[config.mk]
export PLATFORM = sky130hd
export DESIGN_NAME = pom_port_pin_override_mux
export DESIGN_NICKNAME = d
export VERILOG_FILES = /design/src/pom_pkg.sv /design/src/pom_port_pin_override_mux.sv /design/src/pom_sync2.sv /design/src/pom_pin_cell.sv
export VERILOG_INCLUDE_DIRS = /design/src
export SDC_FILE = /design/constraint.sdc
export NUM_CORES = 1
export LEC_CHECK = 0
export ABC_AREA = 1
export BUFFER_PORTS_ARGS = -buffer_cell sky130_fd_sc_hd__buf_2
export CELL_PAD_IN_SITES_DETAIL_PLACEMENT = 0
export CELL_PAD_IN_SITES_GLOBAL_PLACEMENT = 1
export CORE_MARGIN = 2
export CORE_UTILIZATION = 29
export CTS_BUF_LIST = sky130_fd_sc_hd__clkbuf_2 sky130_fd_sc_hd__clkbuf_4 sky130_fd_sc_hd__clkbuf_8
export DETAILED_ROUTE_END_ITERATION = 6
export GPL_ROUTABILITY_DRIVEN = 1
export HOLD_SLACK_MARGIN = 0.08
export PLACE_DENSITY = 0.78
export SLEW_MARGIN = 5
export SYNTH_ARGS = -nofsm -noshare
export SYNTH_HDL_FRONTEND = slang
export SYNTH_HIERARCHICAL = 1
export SYNTH_SLANG_ARGS = --single-unit
export TNS_END_PERCENT = 10
[constraint.sdc]
create_clock -name i_sys_clk -period 1.2 [get_ports i_sys_clk]
set_input_delay 0.24 -clock i_sys_clk [delete_from_list [all_inputs] [get_ports i_sys_clk]]
set_output_delay 0.24 -clock i_sys_clk [all_outputs]
set_load 0.05 [all_outputs]
[src/pom_params.svh]
`ifndef POM_PARAMS_SVH
`define POM_PARAMS_SVH

// Register byte offsets on the APB bus.
`define POM_OFS_MISC 8'h00
`define POM_OFS_PA_OUT 8'h04
`define POM_OFS_PA_DIR 8'h08
`define POM_OFS_PA_PIN 8'h0C
`define POM_OFS_PG_OUT 8'h10
`define POM_OFS_PG_DIR 8'h14
`define POM_OFS_PG_PIN 8'h18

// Field positions and reset values.
`define POM_PUD_BIT 2
`define POM_MISC_RST 8'h00
`define POM_PORT_RST 8'h00
`define POM_RDATA_RST 32'h0000_0000

// Pins per port.
`define POM_PINS 8

`endif

[src/pom_pkg.sv]
package pom_pkg;

  typedef logic [7:0] pom_byte_t;

  typedef enum logic [2:0] {
    POM_SEL_NONE = 3'b000,
    POM_SEL_MISC = 3'b001,
    POM_SEL_PA_OUT = 3'b010,
    POM_SEL_PA_DIR = 3'b011,
    POM_SEL_PA_PIN = 3'b100,
    POM_SEL_PG_OUT = 3'b101,
    POM_SEL_PG_DIR = 3'b110,
    POM_SEL_PG_PIN = 3'b111
  } pom_reg_sel_t;

endpackage

[src/pom_port_pin_override_mux.sv]
// Local design decisions: register access over APB and the register addresses.
`timescale 1ns/10ps
`default_nettype none

`include "pom_params.svh"

module pom_port_pin_override_mux (
  // Clock and reset.
  input wire logic i_sys_clk,
  input wire logic i_srst,
  // APB slave.
  input wire logic i_psel,
  input wire logic i_penable,
  input wire logic i_pwrite,
  input wire logic [7:0] i_paddr,
  input wire logic [31:0] i_pwdata,
  output logic [31:0] o_prdata,
  output logic o_pready,
  output logic o_pslverr,
  // Sleep controller clamp, shared by all ports.
  input wire logic i_sleep_clamp,
  // Port A pads.
  input wire logic [7:0] i_pa_pad_in,
  output logic [7:0] o_pa_pad_out,
  output logic [7:0] o_pa_pad_oe,
  output logic [7:0] o_pa_pullup_en,
  output logic [7:0] o_pa_analog_pad_line,
  // General port pads.
  input wire logic [7:0] i_pg_pad_in,
  output logic [7:0] o_pg_pad_out,
  output logic [7:0] o_pg_pad_oe,
  output logic [7:0] o_pg_pullup_en,
  output logic [7:0] o_pg_analog_pad_line,
  // General port overrides from peripherals.
  input wire logic [7:0] i_pg_pullup_override_enable,
  input wire logic [7:0] i_pg_pullup_override_value,
  input wire logic [7:0] i_pg_direction_override_enable,
  input wire logic [7:0] i_pg_direction_override_value,
  input wire logic [7:0] i_pg_pin_value_override_enable,
  input wire logic [7:0] i_pg_pin_value_override_value,
  input wire logic [7:0] i_pg_input_enable_override_enable,
  input wire logic [7:0] i_pg_input_enable_override_value,
  // General port digital taps to peripherals.
  output logic [7:0] o_pg_schmitt_input_tap,
  // Misc control bits owned by other blocks.
  output logic [7:0] o_misc_function_control,
  output logic o_global_pullup_off
);

  ////////////////////////////////////////////////////////////////////////////

  pom_pkg::pom_byte_t misc_function_control;
  pom_pkg::pom_byte_t pa_output;
  pom_pkg::pom_byte_t pa_direction;
  pom_pkg::pom_byte_t pg_output;
  pom_pkg::pom_byte_t pg_direction;
  pom_pkg::pom_reg_sel_t reg_sel;
  logic setup_phase;
  logic access_wr;
  logic global_pullup_off;
  logic pa_output_write_strobe;
  logic pa_direction_write_strobe;
  logic pg_output_write_strobe;
  logic pg_direction_write_strobe;
  logic misc_write_strobe;
  logic [7:0] pa_pad_sync;
  logic [7:0] pg_pad_sync;
  logic [7:0] pa_input_enable;
  logic [7:0] pg_input_enable;
  logic [7:0] pa_pin_value;
  logic [7:0] pg_pin_value;
  logic [7:0] next_rbyte;
  logic [15:0] all_dir;
  logic [15:0] all_out;
  logic [15:0] all_pad_in;
  logic [15:0] all_pad_out;
  logic [15:0] all_pad_oe;
  logic [15:0] all_pullup;
  logic [15:0] all_ie;
  logic [15:0] all_tap;
  logic [15:0] ovr_pu_en;
  logic [15:0] ovr_pu_val;
  logic [15:0] ovr_dd_en;
  logic [15:0] ovr_dd_val;
  logic [15:0] ovr_pv_en;
  logic [15:0] ovr_pv_val;
  logic [15:0] ovr_ie_en;
  logic [15:0] ovr_ie_val;

  ////////////////////////////////////////////////////////////////////////////
  // APB decode.
  // One select value per register, shared by the strobes, the error
  // flag and the read mux, keeps the three from disagreeing.

  always_comb begin
    case (i_paddr)
      `POM_OFS_MISC: begin
        reg_sel = pom_pkg::POM_SEL_MISC;
      end
      `POM_OFS_PA_OUT: begin
        reg_sel = pom_pkg::POM_SEL_PA_OUT;
      end
      `POM_OFS_PA_DIR: begin
        reg_sel = pom_pkg::POM_SEL_PA_DIR;
      end
      `POM_OFS_PA_PIN: begin
        reg_sel = pom_pkg::POM_SEL_PA_PIN;
      end
      `POM_OFS_PG_OUT: begin
        reg_sel = pom_pkg::POM_SEL_PG_OUT;
      end
      `POM_OFS_PG_DIR: begin
        reg_sel = pom_pkg::POM_SEL_PG_DIR;
      end
      `POM_OFS_PG_PIN: begin
        reg_sel = pom_pkg::POM_SEL_PG_PIN;
      end
      default: begin
        reg_sel = pom_pkg::POM_SEL_NONE;
      end
    endcase
  end

  // Every access completes in its first access cycle. No register here
  // needs more than one cycle to read or write, so wait states would
  // only cost bus bandwidth.
  assign o_pready = 1'b1;
  assign setup_phase = i_psel && !i_penable;
  assign access_wr = i_psel && i_penable && i_pwrite;

  // Unmapped addresses and writes to the pin registers are errors.
  // The write is dropped as well, so a stray store leaves the pads alone.
  assign o_pslverr = i_psel && i_penable &&
                     ((reg_sel == pom_pkg::POM_SEL_NONE) ||
                      (i_pwrite && (reg_sel == pom_pkg::POM_SEL_PA_PIN)) ||
                      (i_pwrite && (reg_sel == pom_pkg::POM_SEL_PG_PIN)));

  // One write strobe per output and direction register, shared by all its pins.
  assign misc_write_strobe = access_wr &&
                             (reg_sel == pom_pkg::POM_SEL_MISC);
  assign pa_output_write_strobe = access_wr &&
                                  (reg_sel == pom_pkg::POM_SEL_PA_OUT);
  assign pa_direction_write_strobe = access_wr &&
                                     (reg_sel == pom_pkg::POM_SEL_PA_DIR);
  assign pg_output_write_strobe = access_wr &&
                                  (reg_sel == pom_pkg::POM_SEL_PG_OUT);
  assign pg_direction_write_strobe = access_wr &&
                                     (reg_sel == pom_pkg::POM_SEL_PG_DIR);

  ////////////////////////////////////////////////////////////////////////////
  // Registers.

  // Only the pull-up off bit acts inside this block; the other bits
  // are kept for the blocks that own them.
  always_ff @(posedge i_sys_clk) begin
    if (i_srst) begin
      misc_function_control <= `POM_MISC_RST;
    end else if (misc_write_strobe) begin
      misc_function_control <= i_pwdata[7:0];
    end
  end

  // Zero direction and output bits leave pins tri-stated after reset.
  always_ff @(posedge i_sys_clk) begin
    if (i_srst) begin
      pa_output <= `POM_PORT_RST;
      pa_direction <= `POM_PORT_RST;
    end else begin
      if (pa_output_write_strobe) begin
        pa_output <= i_pwdata[7:0];
      end
      if (pa_direction_write_strobe) begin
        pa_direction <= i_pwdata[7:0];
      end
    end
  end

  always_ff @(posedge i_sys_clk) begin
    if (i_srst) begin
      pg_output <= `POM_PORT_RST;
      pg_direction <= `POM_PORT_RST;
    end else begin
      if (pg_output_write_strobe) begin
        pg_output <= i_pwdata[7:0];
      end
      if (pg_direction_write_strobe) begin
        pg_direction <= i_pwdata[7:0];
      end
    end
  end

  // One bit, shared by every pin of both ports.
  assign global_pullup_off =
    misc_function_control[`POM_PUD_BIT];
  assign o_global_pullup_off = global_pullup_off;
  assign o_misc_function_control = misc_function_control;

  ////////////////////////////////////////////////////////////////////////////
  // Pin read path.

  pom_sync2 u_pa_sync (
    .i_sys_clk(i_sys_clk),
    .i_srst(i_srst),
    .i_async(i_pa_pad_in),
    .o_sync(pa_pad_sync)
  );

  pom_sync2 u_pg_sync (
    .i_sys_clk(i_sys_clk),
    .i_srst(i_srst),
    .i_async(i_pg_pad_in),
    .o_sync(pg_pad_sync)
  );

  // A pad change shows in a pin register read after the two synchroniser
  // edges and the capture edge of the read.
  // The clamp is applied after the synchroniser so that no gate looks
  // at the raw pad ahead of it; the enable is itself synchronous.
  assign pa_pin_value = pa_pad_sync & pa_input_enable;
  assign pg_pin_value = pg_pad_sync & pg_input_enable;

  always_comb begin
    case (reg_sel)
      pom_pkg::POM_SEL_MISC: begin
        next_rbyte = misc_function_control;
      end
      pom_pkg::POM_SEL_PA_OUT: begin
        next_rbyte = pa_output;
      end
      pom_pkg::POM_SEL_PA_DIR: begin
        next_rbyte = pa_direction;
      end
      pom_pkg::POM_SEL_PA_PIN: begin
        next_rbyte = pa_pin_value;
      end
      pom_pkg::POM_SEL_PG_OUT: begin
        next_rbyte = pg_output;
      end
      pom_pkg::POM_SEL_PG_DIR: begin
        next_rbyte = pg_direction;
      end
      pom_pkg::POM_SEL_PG_PIN: begin
        next_rbyte = pg_pin_value;
      end
      default: begin
        next_rbyte = `POM_PORT_RST;
      end
    endcase
  end

  // Read data is captured in the setup cycle so it leaves a flip-flop.
  // A pin register is therefore sampled one cycle before the access edge.
  always_ff @(posedge i_sys_clk) begin
    if (i_srst) begin
      o_prdata <= `POM_RDATA_RST;
    end else if (setup_phase && !i_pwrite) begin
      o_prdata <= {24'h00_0000, next_rbyte};
    end
  end

  ////////////////////////////////////////////////////////////////////////////
  // Per-pin override multiplexing.

  // Port A has no digital alternate function, so its overrides are tied
  // low; the general port takes whatever its peripherals drive.
  // Overrides act combinationally, so a peripheral owns its pin in the
  // same cycle in which it raises the enable.
  assign ovr_pu_en = {i_pg_pullup_override_enable, 8'h00};
  assign ovr_pu_val = {i_pg_pullup_override_value, 8'h00};
  assign ovr_dd_en = {i_pg_direction_override_enable, 8'h00};
  assign ovr_dd_val = {i_pg_direction_override_value, 8'h00};
  assign ovr_pv_en = {i_pg_pin_value_override_enable, 8'h00};
  assign ovr_pv_val = {i_pg_pin_value_override_value, 8'h00};
  assign ovr_ie_en = {i_pg_input_enable_override_enable, 8'h00};
  assign ovr_ie_val = {i_pg_input_enable_override_value, 8'h00};

  assign all_dir = {pg_direction, pa_direction};
  assign all_out = {pg_output, pa_output};
  assign all_pad_in = {i_pg_pad_in, i_pa_pad_in};

  // Port A cells are the same cells, only with their overrides held low.
  for (genvar g = 0; g < 2 * `POM_PINS; g++) begin : g_pin
    pom_pin_cell u_cell (
      .i_direction_bit(all_dir[g]),
      .i_output_bit(all_out[g]),
      .i_global_pullup_off(global_pullup_off),
      .i_sleep_clamp(i_sleep_clamp),
      .i_pullup_override_enable(ovr_pu_en[g]),
      .i_pullup_override_value(ovr_pu_val[g]),
      .i_direction_override_enable(ovr_dd_en[g]),
      .i_direction_override_value(ovr_dd_val[g]),
      .i_pin_value_override_enable(ovr_pv_en[g]),
      .i_pin_value_override_value(ovr_pv_val[g]),
      .i_input_enable_override_enable(ovr_ie_en[g]),
      .i_input_enable_override_value(ovr_ie_val[g]),
      .i_pad_in(all_pad_in[g]),
      .o_pad_out(all_pad_out[g]),
      .o_pad_oe(all_pad_oe[g]),
      .o_pullup_en(all_pullup[g]),
      .o_input_enable(all_ie[g]),
      .o_schmitt_input_tap(all_tap[g])
    );
  end

  assign o_pa_pad_out = all_pad_out[7:0];
  assign o_pa_pad_oe = all_pad_oe[7:0];
  assign o_pa_pullup_en = all_pullup[7:0];
  assign pa_input_enable = all_ie[7:0];
  assign o_pg_pad_out = all_pad_out[15:8];
  assign o_pg_pad_oe = all_pad_oe[15:8];
  assign o_pg_pullup_en = all_pullup[15:8];
  assign pg_input_enable = all_ie[15:8];
  // The Port A taps are left open: no peripheral takes a digital input
  // from those pins.
  assign o_pg_schmitt_input_tap = all_tap[15:8];

  ////////////////////////////////////////////////////////////////////////////
  // Analog lines.

  // A pure wire from the pad: no override or clamp stands in between,
  // which is why Port A outputs switching mid-conversion disturb it.
  assign o_pa_analog_pad_line = i_pa_pad_in;
  assign o_pg_analog_pad_line = i_pg_pad_in;

endmodule

`default_nettype wire

[src/pom_sync2.sv]
`timescale 1ns/10ps
`default_nettype none

`include "pom_params.svh"

module pom_sync2 (
  // Clock and reset.
  input wire logic i_sys_clk,
  input wire logic i_srst,
  // Asynchronous pad levels in, settled levels out.
  input wire logic [7:0] i_async,
  output logic [7:0] o_sync
);

  logic [7:0] stage1;

  // The first stage is read by the second stage only.
  always_ff @(posedge i_sys_clk) begin
    if (i_srst) begin
      stage1 <= `POM_PORT_RST;
      o_sync <= `POM_PORT_RST;
    end else begin
      stage1 <= i_async;
      o_sync <= stage1;
    end
  end

endmodule

`default_nettype wire

[src/pom_pin_cell.sv]
`timescale 1ns/10ps
`default_nettype none

module pom_pin_cell (
  // Register bits and shared controls.
  input wire logic i_direction_bit,
  input wire logic i_output_bit,
  input wire logic i_global_pullup_off,
  input wire logic i_sleep_clamp,
  // Override signals from the owning peripheral.
  input wire logic i_pullup_override_enable,
  input wire logic i_pullup_override_value,
  input wire logic i_direction_override_enable,
  input wire logic i_direction_override_value,
  input wire logic i_pin_value_override_enable,
  input wire logic i_pin_value_override_value,
  input wire logic i_input_enable_override_enable,
  input wire logic i_input_enable_override_value,
  // Pad side.
  input wire logic i_pad_in,
  output logic o_pad_out,
  output logic o_pad_oe,
  output logic o_pullup_en,
  output logic o_input_enable,
  output logic o_schmitt_input_tap
);

  logic base_pullup;
  logic base_input_enable;

  // Plain pull-up only for {dir, out, off} = 3'b010.
  assign base_pullup = !i_direction_bit && i_output_bit &&
                       !i_global_pullup_off;

  assign o_pullup_en = i_pullup_override_enable ?
                       i_pullup_override_value :
                       base_pullup;

  assign o_pad_oe = i_direction_override_enable ?
                    i_direction_override_value :
                    i_direction_bit;

  // Value is only meaningful while the driver is enabled.
  assign o_pad_out = o_pad_oe && (i_pin_value_override_enable ?
                     i_pin_value_override_value :
                     i_output_bit);

  assign base_input_enable = !i_sleep_clamp;

  assign o_input_enable = i_input_enable_override_enable ?
                          i_input_enable_override_value :
                          base_input_enable;

  // Clamped to ground ahead of the trigger, not synchronised here.
  assign o_schmitt_input_tap = i_pad_in && o_input_enable;

endmodule

`default_nettype wire

==> results.json, run 1 <==
{
  "clock-sinks": 80,
  "path_max_fanout": 9,
  "status": "finished, violations left",
  "dpl.cell_count": 1387,
  "dpl_cell_area_mm2": 0.006894,
  "drtIter0Drc": 262,
  "p_sw_mw": 2.156,
  "worst_path_max_delay_cell": "dfxtp_4",
  "period_share_pct": 127.3,
  "fin_skew_ns": 0.01385,
  "antenna_found_initial": 0,
  "numCtsBuffers": 9,
  "power_mw": 6.412,
  "dieArea_mm2": 0.01920,
  "die-width_um": 138.6,
  "drc": 0,
  "fmax_mhz": 654.5,
  "dp_hpwl_um": 11640,
  "grt_start_max_net_pins": 41,
  "area_growth_pct": 51.45,
  "clk_pin_slew_worst_paths_ns": 0.09,
  "core-area_mm2": 0.01784,
  "fin_ws_ns": -0.3278,
  "leakage_nw": 4.223,
  "start_util_pct": 29.43,
  "grt.met2_usage_pct": 26.45,
  "comb_power_share_pct": 26.5,
  "cts_max_path_buffers": 2,
  "crit_family": "flip-flops",
  "p_per_area_mw_per_mm2": 806.4,
  "cts-root-buf": "clkbuf_8",
  "fin_area_mm2": 0.007951,
  "slew_viol_final": 0,
  "rsz0062_at_grt": "true",
  "max_stage_delay_ns": 0.38,
  "synth_area_mm2": 0.005250,
  "finalHoldViolations": 0,
  "grt_pass1_wl_um": 24470,
  "ys_warn_count": 6,
  "netlist_instances": 868,
  "top_usage_layer": "met2",
  "htreeDepth": 3,
  "required_ns": 0.96,
  "setup_violations": 51,
  "power_switching_share_pct": 33.63,
  "use_met1_pct": 20.47,
  "drive_above_1_share_pct": 34.20,
  "grt.total_usage_pct": 15.64,
  "pwr-share-seq_pct": 41.6,
  "tns_ns": -8.668,
  "period_needed_ns": 1.528,
  "syn_avg_cell_area_um2": 6.048,
  "crit_chain": "buf_12 > nor2_1 > nand3_1 > nand2_1 > buf_6",
  "nets": 1308,
  "boundaryPins": 241,
  "final_antenna_net_count": 0,
  "std_cell_rows": 49,
  "intPower_mw": 4.255,
  "grt_pass1_vias": 4939,
  "overflow": 0,
  "first_pass_iters": 5,
  "clkPwrFrac_pct": 31.9,
  "end_kind": "primary output",
  "worst_ir_drop_vdd_mv": 0.6259,
  "min_path_type": "in -> reg",
  "worstPathBufferInverterCount": 2,
  "place.gp.congestion": 0.7906,
  "diodes": 0,
  "final_cells": 1416,
  "vias": 5571,
  "critPathArrivalTime_ns": 1.29,
  "violations": "negative setup slack",
  "clk_latency_ns": 0.36,
  "port_buffers": 191,
  "met3_usage_pct": 3.695,
  "viasPerCell": 3.934,
  "criticalPathCategory": "reg -> out",
  "tritoncts": "built",
  "wire_per_inst_um": 10.61,
  "startpoint_type": "flop",
  "die_h_um": 138.6,
  "maxCapViolCount": 0,
  "routed_wirelength_um": 15020
}
## layout make-up
type	count	area, µm²
fillers	1886	9889
multi-input cells	673	3137
flip-flops and latches	80	1700
well taps	229	286.5
inverters	167	654.4
clock inverters	5	57.56
clock buffers	11	145.1
repair buffers	251	1971
## worst register-to-register path, delay by kind of cell, from the launching register on
family / cells / cell delay (ns)
flops: 1 / 0.38
buf+inv: 2 / 0.22
compound gates: 1 / 0.05
simple gates: 4 / 0.34
## per-layer routing
layer / wire [µm] / share of wire (%)
met5: 0 / 0
met4: 186 / 1.2
met3: 892 / 5.9
met2: 7193 / 48
met1: 6751 / 45
## power by group through the flow
stage | logic [mW] | registers (mW) | clock network [mW]
floorplan | 1.19 | 2.77 | 0
global placement | 1.50 | 2.78 | 0
detailed placement | 1.51 | 2.78 | 0
CTS | 1.63 | 2.68 | 2.12
global route | 1.85 | 2.67 | 2.22
finish | 1.70 | 2.67 | 2.05
## registers in the layout (all words and copies together) (netlist names)
name,flops
u_pa_sync/stage1,8
pa_direction,8
o_prdata,8
pg_direction,8
pa_output,8
o_misc_function_control,8
u_pa_sync/o_sync,8
u_pg_sync/o_sync,8
pg_output,8
u_pg_sync/stage1,8
## metrics by stage
step / setup slack [ns] / hold WS, ns / util (%)
after floorplan: -0.2584 / 0.3470 / -
after global placement: -0.3818 / 0.3887 / 38.64
after detailed placement: -0.3774 / 0.3917 / 38.64
after CTS: -0.3563 / 0.08043 / 42.95
after global routing: -0.4315 / 0.08881 / 44.57
final: -0.3278 / 0.1025 / 44.57
## repair_timing
item,4_1_cts,5_1_grt
endpoints found under the setup margin,74,91
hold buffers,4,0
pin swaps,20,18
resized for setup,181,78
endpoints found under the hold margin,4,0
buffers inserted,4,5
gates cloned,0,0
## cells in the final DEF (no fill, tap or decap), types with 2 or more instances in the layout
cell type	n
dfxtp_2	16
buf_6	59
dlygate4sd3_1	4
nor2_1	107
clkinvlp_4	3
buf_2	112
nand3_2	5
nor3_2	2
buf_4	61
buf_8	8
nor2_2	14
nand2_1	226
nand3b_1	7
inv_2	10
buf_12	6
dfxtp_1	43
a21boi_1	8
clkbuf_8	10
nand2_2	44
a21oi_1	16
clkinv_2	2
inv_1	153
clkbuf_4	2
o21ai_1	4
nor3_4	2
conb_1	121
a21oi_2	8
o21ai_0	36
nor2_4	11
dfxtp_4	21
nand3_1	55
## worst paths after layout
check | from | to | slack, ns | cells after the start
worst max register to register | o_misc_function_control[2] | o_prdata[2] | 0.10 | 7
worst max-delay path | o_misc_function_control[2] | o_pa_pullup_en[3] | -0.33 | 5
worst min register to register | u_pg_sync/stage1[5] | u_pg_sync/o_sync[5] | 0.40 | 2
worst min-delay path | i_pa_pad_in[7] | u_pa_sync/stage1[7] | 0.10 | 3
No activity file was read; power rests on OpenSTA's default activity.
==> run 2: changes to the inputs <==
--- a/config.mk
+++ b/config.mk
@@ -8,13 +8,13 @@
 export LEC_CHECK = 0
 export ABC_AREA = 1
 export BUFFER_PORTS_ARGS = -buffer_cell sky130_fd_sc_hd__buf_2
-export CELL_PAD_IN_SITES_DETAIL_PLACEMENT = 0
+export CELL_PAD_IN_SITES_DETAIL_PLACEMENT = 1
 export CELL_PAD_IN_SITES_GLOBAL_PLACEMENT = 1
 export CORE_MARGIN = 2
 export CORE_UTILIZATION = 29
 export CTS_BUF_LIST = sky130_fd_sc_hd__clkbuf_2 sky130_fd_sc_hd__clkbuf_4 sky130_fd_sc_hd__clkbuf_8
 export DETAILED_ROUTE_END_ITERATION = 6
-export GPL_ROUTABILITY_DRIVEN = 1
+export GPL_ROUTABILITY_DRIVEN = 0
 export HOLD_SLACK_MARGIN = 0.08
 export PLACE_DENSITY = 0.78
 export SLEW_MARGIN = 5
==> results.json, run 2 (synthesis gave the netlist of run 1 again) <==
{
  "numCtsBuffers": 9,
  "holdPathEnd": "u_pg_sync/stage1[1]",
  "port_buffers": 191,
  "grt.total_usage_pct": 18.91,
  "rsz0062_at_grt": "true",
  "criticalPathCategory": "reg -> out",
  "fin_ws_ns": -0.3612,
  "diodes": 0,
  "ff2ff_setup_slack_ns": 0.08,
  "crit_family": "flip-flops",
  "worst_hold_slack_ns": 0.1139,
  "slew_viol_final": 0,
  "critPathArrivalTime_ns": 1.32,
  "startpoint_type": "flop",
  "nets": 1315,
  "clk_latency_ns": 0.37,
  "drive_above_1_share_pct": 36.43,
  "grt_pass1_wl_um": 29590,
  "antenna_found_initial": 0,
  "cts_max_path_buffers": 2,
  "hp-start": "i_pg_pad_in[1]",
  "grt_pass1_vias": 6231,
  "final_cells": 1423,
  "fmax_mhz": 640.5,
  "intPower_mw": 4.307,
  "clock-sinks": 80,
  "fin_skew_ns": 0.01204,
  "path_max_fanout": 4,
  "max_stage_delay_ns": 0.40,
  "die_h_um": 138.6,
  "p_sw_mw": 2.314,
  "area_growth_pct": 57.96,
  "timing.rr.start": "o_misc_function_control[2]",
  "p_per_area_mw_per_mm2": 798.4,
  "first_pass_iters": 4,
  "clk_pin_slew_worst_paths_ns": 0.10,
  "setup_violations": 52,
  "tritoncts": "built",
  "fin_util_pct": 46.48,
  "violations": "negative setup slack",
  "finalHoldViolations": 0,
  "wire_per_inst_um": 13.10,
  "comb_power_share_pct": 27.3,
  "std_cell_rows": 49,
  "drc": 0,
  "cts-root-buf": "clkbuf_8",
  "viasPerCell": 4.246,
  "reg2reg_depth": 7,
  "dp_hpwl_um": 13600,
  "routed_wirelength_um": 18640,
  "power_switching_share_pct": 34.95,
  "start_util_pct": 29.43,
  "crit_chain": "clkbuf_16 > nor2_4 > nand3_2 > nand2_2 > buf_8",
  "power_mw": 6.621,
  "period_share_pct": 130.1,
  "period_needed_ns": 1.561,
  "fillers": 2351,
  "htreeDepth": 3,
  "maxCapViolCount": 0,
  "tns_ns": -10.10,
  "pre_cts_ws_ns": -0.4011,
  "reg2reg_to": "o_prdata[2]",
  "min_path_type": "in -> reg",
  "end_kind": "primary output",
  "die-width_um": 138.6,
  "min_path_cells": 3,
  "clkPwrFrac_pct": 32.6,
  "final_antenna_net_count": 0,
  "status": "finished, violations left",
  "required_ns": 0.96,
  "dieArea_mm2": 0.01920,
  "drtIter0Drc": 186,
  "grt_start_max_net_pins": 41,
  "core-area_mm2": 0.01784,
  "worst_path_max_delay_cell": "dfxtp_4",
  "worstPathBufferInverterCount": 2,
  "leakage_nw": 4.278,
  "vias": 6042,
  "most-common-layout-cells": "216 x nand2_1, 154 x inv_1, 121 x conb_1, 117 x buf_2, 101 x nor2_1",
  "fin_area_mm2": 0.008293,
  "worst_ir_drop_vdd_mv": 0.6959,
  "overflow": 0,
  "dpl_cell_area_mm2": 0.006894,
  "final_common_cell": "nand2_1",
  "boundaryPins": 241,
  "pwr-share-seq_pct": 40.2,
  "dpl.cell_count": 1387
}
==> run 2: cell types whose count changed in the layout (fill, tap and decap cells not counted), sizes merged <==
cell,change
dlygate4sd3,+10
clkinvlp,-2
buf,-3
inv,+3
clkbuf,-1
==> run 2: layout make-up <==
class	instances	area, µm²	share of cell area (%)
tap	229	286.5	3.455
timing repair buffer	258	2153	25.97
sequential	80	1715	20.69
inverter	167	654.4	7.891
clock buffer	10	137.6	1.660
multi-input combinational	673	3271	39.44
clock inverter	6	75.07	0.9053
==> run 2: what timing repair did <==
item | CTS | global route
buffers inserted | 4 | 2
pin swaps | 13 | 29
resized for setup | 205 | 114
endpoints found under the setup margin | 74 | 96
hold buffers | 14 | 0
cloned | 0 | 1
hold endpoints to repair | 14 | 0
==> run 2: layer usage <==
metal / vias up / GRT usage (%) / part of all wire (%)
met2: 148 / 35.25 / 54
met3: 20 / 4.558 / 4.9
met1: 2815 / 21.50 / 40
met4: 0 / 5.102 / 1.3
met5: - / 0 / 0
li1: 3059 / - / -
==> run 2: worst max path at each step <==
stage / startpoint / to / depth (start not counted)
3_5_place_dp: i_paddr[1] / o_pslverr / 9
4_1_cts: o_misc_function_control[2] / o_pg_pullup_en[3] / 5
3_3_place_gp: i_paddr[1] / o_pslverr / 9
2_1_floorplan: i_paddr[1] / o_pslverr / 6
5_1_grt: o_misc_function_control[2] / o_pa_pullup_en[4] / 5
6_report: o_misc_function_control[2] / o_pg_pullup_en[3] / 5
==> run 2: power groups by stage <==
stage	logic [mW]	clock network, mW	registers, mW
after CTS	1.69	2.22	2.67
after detailed placement	1.53	0	2.78
after floorplan	1.19	0	2.77
final	1.81	2.16	2.66
after global routing	1.95	2.35	2.66
after global placement	1.50	0	2.78
==> run 2: worst reg2reg max path: stages, from the launching register on <==
cell       delay (ns)
dfxtp_4          0.43
clkbuf_16        0.17
inv_1            0.05
nor2_1           0.12
nor2_2           0.06
nand2_1          0.06
nand2_1          0.05
a21oi_2          0.11
